<file path="src/rtl/exec_defines.svh">
`ifndef EXEC_DEFINES_SVH
`define EXEC_DEFINES_SVH
// Opcode field of the decoded instruction (op_code_in)
`define OP_NOP 3'h0
`define OP_STORE_SFR 3'h1
`define OP_CALL 3'h2
`define OP_JUMP 3'h3
`define OP_LOAD_IMM 3'h4
`define OP_MOVE_TO_FILE 3'h5
`define OP_MOVE_FILE 3'h6
// Cycle counts
`define CYC_ONE 2'h1
`define CYC_TWO 2'h2
// Reset values
`define RST_ACC 8'h00
`define RST_PC 10'h000
`define RST_SP 3'h0
`endif

</file>
<file path="src/rtl/exec_pkg.sv">
package exec_pkg;
  typedef enum logic [1:0] {ST_FETCH, ST_SECOND} exec_state_t;
endpackage

</file>
<file path="src/rtl/return_stack.sv">
`include "exec_defines.svh"
// ==================================================
// Return stack: flip-flop storage indexed by level
module return_stack #(
  parameter int DEPTH = 8,
  parameter int AW = 10
) (
  input wire logic ref_clk_in,
  input wire logic sys_rst_in,
  input wire logic push_in,
  input wire logic [$clog2(DEPTH)-1:0] level_in,
  input wire logic [AW-1:0] data_in,
  output logic [AW-1:0] top_out
);
  localparam int LW = $clog2(DEPTH);
  logic [AW-1:0] mem_ff [DEPTH];
  logic [AW-1:0] nxt_mem [DEPTH];
  logic [AW-1:0] top_ff;
  logic [AW-1:0] nxt_top;

  if (DEPTH < 2) begin : g_depth_check
    $error("return_stack needs at least two levels");
  end

  // Write selected level on push
  genvar g;
  generate
    for (g = 0; g < DEPTH; g++) begin : g_lvl
      always_comb begin
        nxt_mem[g] = mem_ff[g];
        if (push_in && level_in == LW'(g)) nxt_mem[g] = data_in;
      end
      always_ff @(posedge ref_clk_in) begin
        if (sys_rst_in) mem_ff[g] <= '0;
        else mem_ff[g] <= nxt_mem[g];
      end
    end
  endgenerate

  // Last pushed entry, registered so the output comes from a flop
  always_comb begin
    nxt_top = top_ff;
    if (push_in) nxt_top = data_in;
  end
  always_ff @(posedge ref_clk_in) begin
    if (sys_rst_in) top_ff <= '0;
    else top_ff <= nxt_top;
  end
  assign top_out = top_ff;
endmodule

</file>
<file path="src/rtl/move_branch_exec.sv">
`include "exec_defines.svh"
module move_branch_exec
  import exec_pkg::*;
#(
  parameter int STACK_DEPTH = 8
) (
  input wire logic ref_clk_in,
  input wire logic sys_rst_in,
  input wire logic instr_valid_in,
  input wire logic [2:0] op_code_in,
  input wire logic [9:0] operand_in,
  input wire logic dest_sel_in,
  input wire logic [7:0] file_rdata_in,
  output logic busy_out,
  output logic [7:0] accumulator_out,
  output logic zero_flag_out,
  output logic [9:0] pc_out,
  output logic [$clog2(STACK_DEPTH):0] stack_ptr_out,
  output logic [9:0] stack_top_out,
  output logic sfr_we_out,
  output logic [3:0] sfr_addr_out,
  output logic [7:0] sfr_wdata_out,
  output logic file_we_out,
  output logic [5:0] file_addr_out,
  output logic [7:0] file_wdata_out
);
  localparam int SPW = $clog2(STACK_DEPTH);
  // Pointer step sized to the pointer, so the increment neither pads nor cuts
  localparam logic [SPW:0] SP_STEP = (SPW+1)'(1);

  // ==================================================
  // Parameter checks
  // Deeper stacks than 64 levels are not served by this core
  if (STACK_DEPTH < 2 || STACK_DEPTH > 64) begin : g_depth_range
    $error("STACK_DEPTH out of range");
  end
  // The level index is the low pointer bits, so a ragged depth would run past the last level
  if ((STACK_DEPTH & (STACK_DEPTH - 1)) != 0) begin : g_depth_pow2
    $error("STACK_DEPTH must be a power of two");
  end

  // ==================================================
  // Architectural state
  exec_state_t state_ff, nxt_state;
  // Busy has a flop of its own so the port never sees a state decode
  logic busy_ff, nxt_busy;
  // Programmer-visible accumulator and zero flag
  logic [7:0] acc_ff, nxt_acc;
  logic zero_ff, nxt_zero;
  // Branch bookkeeping
  logic [9:0] pc_ff, nxt_pc;
  logic [SPW:0] sp_ff, nxt_sp;
  logic [9:0] target_ff, nxt_target;
  // Write ports towards the secondary-page registers and the data file
  logic sfr_we_ff, nxt_sfr_we;
  logic [3:0] sfr_addr_ff, nxt_sfr_addr;
  logic [7:0] sfr_wdata_ff, nxt_sfr_wdata;
  logic file_we_ff, nxt_file_we;
  logic [5:0] file_addr_ff, nxt_file_addr;
  logic [7:0] file_wdata_ff, nxt_file_wdata;
  // Internal request and return address
  logic push;
  logic [9:0] ret_addr;

  // ==================================================
  // Decoding
  // Decoding of a taken instruction, used by the call push request
  function automatic logic is_op(input logic v, input logic [2:0] op, input logic [2:0] want);
    return v && (op == want);
  endfunction

  // Return address is the next instruction; the adder wraps at the top of program space
  assign ret_addr = pc_ff + 10'h001;
  // Pushing only in the first cycle of a call, so the level is the pre-call pointer
  assign push = (state_ff == ST_FETCH) && is_op(instr_valid_in, op_code_in, `OP_CALL);

  // ==================================================
  // Execution next-state
  always_comb begin
    nxt_state = state_ff;
    nxt_busy = 1'b0;
    nxt_acc = acc_ff;
    nxt_zero = zero_ff;
    nxt_pc = pc_ff;
    nxt_sp = sp_ff;
    nxt_target = target_ff;
    nxt_sfr_we = 1'b0;
    nxt_sfr_addr = sfr_addr_ff;
    nxt_sfr_wdata = sfr_wdata_ff;
    nxt_file_we = 1'b0;
    nxt_file_addr = file_addr_ff;
    nxt_file_wdata = file_wdata_ff;
    case (state_ff)
      ST_FETCH: begin
        if (instr_valid_in) begin
          // Every taken instruction advances the counter; a branch overwrites it next cycle
          nxt_pc = ret_addr;
          case (op_code_in)
            `OP_STORE_SFR: begin
              // Status is untouched; only the write port moves
              nxt_sfr_we = 1'b1;
              nxt_sfr_addr = operand_in[3:0];
              nxt_sfr_wdata = acc_ff;
            end
            `OP_CALL: begin
              // Return address goes to the stack this cycle, at the pre-call level
              nxt_sp = sp_ff + SP_STEP;
              nxt_target = operand_in;
              nxt_state = ST_SECOND;
              nxt_busy = 1'b1;
            end
            `OP_JUMP: begin
              // No stack traffic; only the counter changes
              nxt_target = operand_in;
              nxt_state = ST_SECOND;
              nxt_busy = 1'b1;
            end
            `OP_LOAD_IMM: nxt_acc = operand_in[7:0];
            `OP_MOVE_TO_FILE: begin
              // Flags stay as they are
              nxt_file_we = 1'b1;
              nxt_file_addr = operand_in[5:0];
              nxt_file_wdata = acc_ff;
            end
            `OP_MOVE_FILE: begin
              // Zero flag follows the moved value either way
              nxt_zero = (file_rdata_in == 8'h00);
              if (dest_sel_in) begin
                // Writing back lets software test a register for zero
                nxt_file_we = 1'b1;
                nxt_file_addr = operand_in[5:0];
                nxt_file_wdata = file_rdata_in;
              end else begin
                nxt_acc = file_rdata_in;
              end
            end
            default: ;
          endcase
        end
      end
      ST_SECOND: begin
        // Second cycle of a branch: target lands in the counter
        // A request seen in this cycle is dropped; busy_out is high in this cycle to tell the sender
        nxt_pc = target_ff;
        nxt_state = ST_FETCH;
      end
      default: nxt_state = ST_FETCH;
    endcase
  end

  // Overflow of the stack pointer wraps; software must bound nesting
  always_ff @(posedge ref_clk_in) begin
    // Write strobes come out of reset low, so no stray write follows it
    if (sys_rst_in) begin
      state_ff <= ST_FETCH;
      busy_ff <= 1'b0;
      acc_ff <= `RST_ACC;
      zero_ff <= 1'b0;
      pc_ff <= `RST_PC;
      sp_ff <= '0;
      target_ff <= '0;
      sfr_we_ff <= 1'b0;
      sfr_addr_ff <= '0;
      sfr_wdata_ff <= '0;
      file_we_ff <= 1'b0;
      file_addr_ff <= '0;
      file_wdata_ff <= '0;
    end else begin
      state_ff <= nxt_state;
      busy_ff <= nxt_busy;
      acc_ff <= nxt_acc;
      zero_ff <= nxt_zero;
      pc_ff <= nxt_pc;
      sp_ff <= nxt_sp;
      target_ff <= nxt_target;
      sfr_we_ff <= nxt_sfr_we;
      sfr_addr_ff <= nxt_sfr_addr;
      sfr_wdata_ff <= nxt_sfr_wdata;
      file_we_ff <= nxt_file_we;
      file_addr_ff <= nxt_file_addr;
      file_wdata_ff <= nxt_file_wdata;
    end
  end

  // ==================================================
  // Return stack
  // Nesting past the depth wraps the level and overwrites the oldest return address
  return_stack #(.DEPTH(STACK_DEPTH), .AW(10)) u_stack (
    .ref_clk_in(ref_clk_in),
    .sys_rst_in(sys_rst_in),
    .push_in(push),
    .level_in(sp_ff[SPW-1:0]),
    .data_in(ret_addr),
    .top_out(stack_top_out)
  );

  // ==================================================
  // Outputs straight from flops
  // The stack top port is registered inside the stack module
  assign busy_out = busy_ff;
  assign accumulator_out = acc_ff;
  assign zero_flag_out = zero_ff;
  assign pc_out = pc_ff;
  assign stack_ptr_out = sp_ff;
  assign sfr_we_out = sfr_we_ff;
  assign sfr_addr_out = sfr_addr_ff;
  assign sfr_wdata_out = sfr_wdata_ff;
  assign file_we_out = file_we_ff;
  assign file_addr_out = file_addr_ff;
  assign file_wdata_out = file_wdata_ff;
endmodule

</file>
<file path="config.mk">
export PLATFORM = sky130hd
export DESIGN_NAME = move_branch_exec
export DESIGN_NICKNAME = d
export VERILOG_FILES = /design/src/rtl/exec_pkg.sv /design/src/rtl/return_stack.sv /design/src/rtl/move_branch_exec.sv
export VERILOG_INCLUDE_DIRS = /design/src /design/src/rtl
export SDC_FILE = /design/constraint.sdc
export NUM_CORES = 1
export LEC_CHECK = 0
export ABC_AREA = 1
export BUFFER_PORTS_ARGS = -buffer_cell sky130_fd_sc_hd__buf_2
export CAP_MARGIN = 20
export CELL_PAD_IN_SITES_DETAIL_PLACEMENT = 0
export CELL_PAD_IN_SITES_GLOBAL_PLACEMENT = 1
export CORE_UTILIZATION = 36
export DETAILED_ROUTE_END_ITERATION = 7
export GPL_ROUTABILITY_DRIVEN = 0
export HOLD_SLACK_MARGIN = 0.12
export PLACE_DENSITY = 0.88
export SLEW_MARGIN = 20
export SYNTH_ARGS = -nofsm -noshare
export SYNTH_HDL_FRONTEND = slang
export SYNTH_SLANG_ARGS = --single-unit
</file>
<file path="constraint.sdc">
create_clock -name ref_clk_in -period 1.65 [get_ports ref_clk_in]
set_input_delay 0.165 -clock ref_clk_in [delete_from_list [all_inputs] [get_ports ref_clk_in]]
set_output_delay 0.165 -clock ref_clk_in [all_outputs]
set_load 0.05 [all_outputs]
</file>
======== Word-level counts from Yosys, hierarchy flattened ========
Cells that the tools add are included.
cells by class
  add/sub/neg operators ................... 2
  equal/unequal tests ..................... 9
  mux-type cells .......................... 12
  bitwise operators ....................... 2
  reduce and logical (&&, ||, !) cells .... 18
operators by type and width
  cell                                                 count
  case mux 8 bit (2 select lines)                      2
  case mux 10 bit (2 select lines)                     1
  two-way mux 8 bit                                    2
  case mux 6 bit (2 select lines)                      1
  AND reduction 3 bit                                  4
  adder 10 x 1 -> 10 bit, second input constant        1
  two-way mux 10 bit                                   1
  equality test 3 bit, second input constant           3
  zero test 8 bit                                      1
  AND reduction 4 bit                                  2
  equality test 3 x 2 -> 1 bit, second input constant  2
  two-way mux 6 bit                                    1
  inequality test 2 bit, second input constant         3
  nonzero test 2 bit                                   3
  adder 4 x 1 -> 4 bit, second input constant          1
  AND reduction 2 bit                                  2
  OR reduction 2 bit                                   2
  equality test 3 x 1 -> 1 bit, second input constant  1
  two-way mux 1 bit                                    3
  OR reduction 3 bit                                   1
  logical AND 1 bit                                    2
  zero test 2 bit                                      1
  NOT 1 bit                                            2
  case mux 1 bit (2 select lines)                      1
storage, ports and cells
  register bits ........................... 73
  input port bits ......................... 25
  output and inout bits ................... 62
  logic and storage cells ................. 57

======== Depth between registers and ports, before layout ========
  depth in word-level cells ............... 3
  gate-level depth with buffers ........... 8
  depth with buffers taken out ............ 8

======== Cells and area by module ========
A second synthesis with hierarchy kept.
unflattened totals
  cell total of the unflattened synthesis .. 474
  area, all modules ....................... 3208.1 sq um
modules (own cells, without submodules)
  module            times used  cells an instance  area each (sq um)
  move_branch_exec  1           411                2788.9
  return_stack      1           63                 419.2

======== Worst setup path before layout ========
Ideal clock, no wire load.
  path type ............................... register to register
  from .................................... reg pc_ff[0], in the netlist pc_out[0]
  to ...................................... reg u_stack.top_ff[7], in the netlist u_stack.top_out[7]
  setup time .............................. 0.109 ns
  data arrival time ....................... 1.482 ns
  slack ................................... 0.059 ns
  stages on the path, launching flop included .. 8
  path buffers ............................ 0
  period minus slack after synthesis ...... 1.591 ns
  cells stage by stage .................... dfxtp_1 -> nand3_1 -> nor2_1 -> nand2_1 -> nand2_1 -> nand3_1 -> nand2_1 -> inv_1
on the way
  longest elaborated chain between the ends .. 1
RTL lines
  what                    RTL line                 source
  from (decl)             move_branch_exec.sv:51   logic [9:0] pc_ff, nxt_pc;
  from (signal assigned)  move_branch_exec.sv:159  pc_ff <= `RST_PC;
  from (signal assigned)  move_branch_exec.sv:173  pc_ff <= nxt_pc;
  adder 10 x 1 -> 10 bit  move_branch_exec.sv:73   assign ret_addr = pc_ff + 10'h001;
  to (signal assigned)    return_stack.sv:47       else top_ff <= nxt_top;
  to (decl)               return_stack.sv:18       logic [AW-1:0] top_ff;
No other way between the ends.
A chain may end at the register's enable or synchronous reset.

======== Final worst setup path ========
  from .................................... reg state_ff[0]
  to ...................................... reg u_stack.top_ff[5], in the netlist u_stack.top_out[5]
on the way
  longest elaborated chain between the ends .. 2
RTL lines
  what                    RTL line                 source
  from (decl)             move_branch_exec.sv:44   exec_state_t state_ff, nxt_state;
  from (signal assigned)  move_branch_exec.sv:169  state_ff <= nxt_state;
  zero test 2 bit         move_branch_exec.sv:75   assign push = (state_ff == ST_FETCH) && is_op(instr_valid_in, op_code_in, `OP_CALL);
  logical AND 1 bit       move_branch_exec.sv:75
No other way between the ends.

==> metrics.md <==
| Metric | Value |
|---|---|
| Remaining global-route overflow | `0` |
| Post-layout net count | `approximately 570` |
| Startpoint kind of the worst setup timing path | `flop` |
| Sw Ratio | `0.271` |
| Clock Root Buffer | `sky130_fd_sc_hd__clkbuf_8` |
| Number of routed nets with antenna violations | `0` |
| NetSw | `roughly 0.0011 W` |
| Start point of the critical path | `state_ff[0]` |
| Min Tclk post-route | `between 1 and 1.5 ns` |
| First-pass GRT wire length | `around 14000 um` |
| Number of instances in the synthesized netlist | `approximately 450` |
| Synthesized area divided by synthesized cell count | `around 7 um^2` |
| Wire length per cell | `13.2 um` |
| Portion of the clock cycle consumed by the worst path in the final layout | `0.888` |
| Top post-synthesis cells by area | `sky130_fd_sc_hd__dfxtp_1 47%, sky130_fd_sc_hd__nand2_1 12%, sky130_fd_sc_hd__nor2_1 8.9%, sky130_fd_sc_hd__o21ai_0 7.8%, sky130_fd_sc_hd__a21oi_1 5.6%` |
| Sinks on Clock Net | `73` |
| Effective utilization at floorplan | `0.377` |
| Hold crit path type | `in2reg` |
| CTS tree | `built` |
| Number of placement rows | `33` |
| Total routing resource utilization after global routing | `0.200` |
| PostCTS Resize Cnt | `0` |
| Int Power | `roughly 0.0030 W` |
| Beginning of the worst register-to-register path | `state_ff[0]` |
| R2r worst-path depth | `6` |
| Sequential cell area fraction in the yosys report | `0.467` |
| Total of max-cap violations | `0` |
| Number of top-level pins | `87` |
| Max stage delay on crit path | `0.41 ns` |
| Number of diodes added for antenna fixing | `0` |
| Core area | `just over 8000 um^2` |
| Antenna violations before repair | `0` |
| Overall die width | `95.2 um` |
| Critical-path maximum fanout | `17` |
| Synth Warn # | `0` |
| Cell with the largest stage delay on the worst path | `sky130_fd_sc_hd__dfxtp_1` |
| Net count after synthesis | `around 470` |
| Pleak | `roughly 2 nW` |
| Part of the total power dissipated in sequential elements | `0.449` |
| Endpoints failing hold | `0` |
| Logic depth of the worst setup path including buffers | `6` |
| Via density per instance | `4.75` |
| Run status | `finished, final reports clean` |
| DRC violation count after routing | `0` |
| Fraction of final layout cells sized beyond drive strength 1 | `0.223` |
| Pin count of the biggest net entering global routing | `51` |
| Fin util | `0.486` |
| Buffers on Ports | `86` |
| Combinational cell fraction of total power | `0.134` |
| TritonCTS Buffers | `9` |
| Normalized max-slew margin | `0.706` |
| Vert. Die Dim | `around 95 um` |
| Number of detailed-route iterations in the first pass | `5` |
| Category of the most critical setup path | `reg2reg` |
| Clock latency of the later-clocked register in the worst-skew pair | `0.35 ns` |
| Unique cell type count in the Yosys netlist | `26` |
| Half-perimeter wire length of the detailed placement result | `6090 um` |
| Chain of cells forming the critical path | `nor2_4 > nand2_2 > nor2_4 > o21ai_0 > nand2_1 > inv_1` |
| Critical register-to-register path endpoint | `u_stack.top_out[5]` |
| Arrival time worst endpoint | `approximately 1.7 ns` |
| DIE AREA | `9070 um^2` |
| Worst Path Buf+Inv | `1` |
| Count of final setup violators | `0` |
| Critical Path End Type | `flop` |
| Number of buffers between clock root and the deepest sink | `2` |
| Cell area power density | `roughly 1000 nW/um^2` |
| Clk_skew | `between 0.007 and 0.008 ns` |
| Final-layout setup total negative slack | `0 ns` |
| Endpoint of the worst setup timing path | `u_stack.top_out[5]` |
| 1st-iter DRT viols | `120` |
| Clock transition at the registers of the reported paths | `roughly 0.08 ns` |
| Most used cell along the critical path | `sky130_fd_sc_hd__nor2_4` |
| Part of the power in the clock network | `0.417` |
| Number of max-slew violations in the final report | `0` |
| Data required time of the critical path | `around 1.9 ns` |
| Vias after detailed routing | `between 3000 and 4000` |
| Measured slew at the worst slew-check pin | `~0.44 ns` |
| Via count of the first global-routing pass | `roughly 2800` |
| Cell family with most CP delay | `simple AND/OR/NAND/NOR gates` |
| Post-Synthesis Cell Area | `between 3000 and 4000 um^2` |
| R2R setup slack | `about 0.18 ns` |
| Biggest area consumer among synthesized cells | `sky130_fd_sc_hd__dfxtp_1` |
| Final routed wirelength across all metal layers | `8630 um` |
| Max Fclk | `around 700 MHz` |
| Fraction of post-synthesis cell area in the top cell type by area | `0.467` |
| Number of H-tree levels | `3` |
| Max VDD drop | `0.437 mV` |
| RSZ-0062 raised after global routing | `no` |
| Number of flip-flops and latches in the synthesized netlist | `between 70 and 80` |
| Syn-to-layout area delta | `29.0%` |
[cell usage after synthesis (all sizes together)]
master / n
dfxtp: 73
a31oi: 1
nor2: 79
nand3b: 1
clkbuf: 8
a22oi: 4
buf: 10
ha: 2
nand2: 108
a21oi: 35
o21ai: 51
o21bai: 1
inv: 48
xnor2: 1
xor2: 4
nand3: 18
nand4: 2
o22ai: 1
[flip-flops by register name, summed over array words and instances (netlist names)]
name and cells:
zero_flag_out 1, busy_out 1, u_stack.top_out 10, target_ff 10
pc_out 10, state_ff 1, file_addr_out 6, accumulator_out 8
sfr_wdata_out 8, file_wdata_out 8, stack_ptr_out 4, file_we_out 1
sfr_addr_out 4, sfr_we_out 1
[worst register-to-register path, delay by kind of cell (launching register included)]
kind                   cells  cell delay, ns
buffers and inverters      1            0.03
AO/OA/AOI/OAI              1            0.17
AND/OR/NAND/NOR            4            0.76
flip-flops                 1            0.41
[metrics by stage]
stage | std cells | worst slack (ns) | power (W) | hold WS [ns] | cell area (um^2)
floorplan | 447 | 0.0592 | 0.00227 | 0.308 | 3130
global placement | 629 | 0.238 | 0.00243 | 0.439 | 3680
detailed placement | 629 | 0.187 | 0.00244 | 0.448 | 3680
CTS | 656 | 0.175 | 0.00418 | 0.135 | 4040
global route | 656 | 0.00272 | 0.00432 | 0.161 | 4040
finish | 656 | 0.184 | 0.00414 | 0.147 | 4040
[layer usage]
metal  GRT usage  part of all wire
met5           0                 0
met1       0.256              0.47
met2       0.322              0.46
met3      0.0486             0.061
met4      0.0833             0.013
[layout by cell type, fill, tap and decap left out, types with 2 or more instances in the layout]
| cell type | synthesis | final |
|---|---|---|
| sky130_fd_sc_hd__a22oi_1 | 4 | 4 |
| sky130_fd_sc_hd__o21ai_1 | 2 | 2 |
| sky130_fd_sc_hd__xor2_1 | 4 | 4 |
| sky130_fd_sc_hd__dlygate4sd3_1 | 0 | 11 |
| sky130_fd_sc_hd__nor2_4 | 2 | 2 |
| sky130_fd_sc_hd__buf_2 | 5 | 86 |
| sky130_fd_sc_hd__ha_1 | 2 | 2 |
| sky130_fd_sc_hd__nand2_2 | 4 | 4 |
| sky130_fd_sc_hd__dfxtp_1 | 73 | 73 |
| sky130_fd_sc_hd__o21ai_0 | 49 | 49 |
| sky130_fd_sc_hd__nor2_1 | 74 | 74 |
| sky130_fd_sc_hd__nor2_2 | 3 | 3 |
| sky130_fd_sc_hd__clkbuf_8 | 0 | 10 |
| sky130_fd_sc_hd__inv_1 | 45 | 45 |
| sky130_fd_sc_hd__bufinv_16 | 0 | 3 |
| sky130_fd_sc_hd__nand3_1 | 17 | 17 |
| sky130_fd_sc_hd__inv_2 | 3 | 3 |
| sky130_fd_sc_hd__nand4_1 | 2 | 2 |
| sky130_fd_sc_hd__buf_4 | 4 | 8 |
| sky130_fd_sc_hd__nand2_1 | 104 | 104 |
| sky130_fd_sc_hd__a21oi_1 | 35 | 35 |
[worst min-delay path by stage]
stage / from / endpoint / slack [ns] / depth (start not counted)
after floorplan: operand_in[7] / target_ff[7] / 0.31 / 2
after global placement: operand_in[7] / target_ff[7] / 0.44 / 3
after detailed placement: operand_in[7] / target_ff[7] / 0.45 / 3
after CTS: operand_in[6] / target_ff[6] / 0.14 / 3
after global routing: operand_in[6] / target_ff[6] / 0.16 / 3
final: operand_in[6] / target_ff[6] / 0.15 / 3
[logic make-up (layout without fill, tap and decap cells)]
group	after synthesis	count (layout)	synth area share
simple gates	208	208	0.271
compound gates	93	93	0.154
flops	73	73	0.467
buf+inv	66	170	0.0860
xor+xnor	5	5	0.0140
fa+ha+maj	2	2	0.00800
[repair_timing]
| item | in CTS | in global routing |
|---|---|---|
| setup buffers | 0 | 0 |
| hold endpoints to repair | 10 | 0 |
| hold buffers | 11 | 0 |
[final cells by class]
class                      count  area, um^2
inverter                      48         180
clock buffer                  11         141
tap                          105         131
timing repair buffer         106         621
multi-input combinational    308        1400
fill                         856        4260
clock inverter                 5         103
sequential                    73        1460
[power groups by stage]
| stage | registers (W) | clock network (W) | logic [W] |
|---|---|---|---|
| 4_1_cts | 0.00186 | 0.00176 | 0.000556 |
| 5_1_grt | 0.00187 | 0.00184 | 0.000606 |
| 6_report | 0.00186 | 0.00173 | 0.000554 |
| 2_1_floorplan | 0.00207 | 0 | 0.000201 |
| 3_3_place_gp | 0.00190 | 0 | 0.000532 |
| 3_5_place_dp | 0.00190 | 0 | 0.000536 |
No activity file was read; power rests on OpenSTA's default activity.
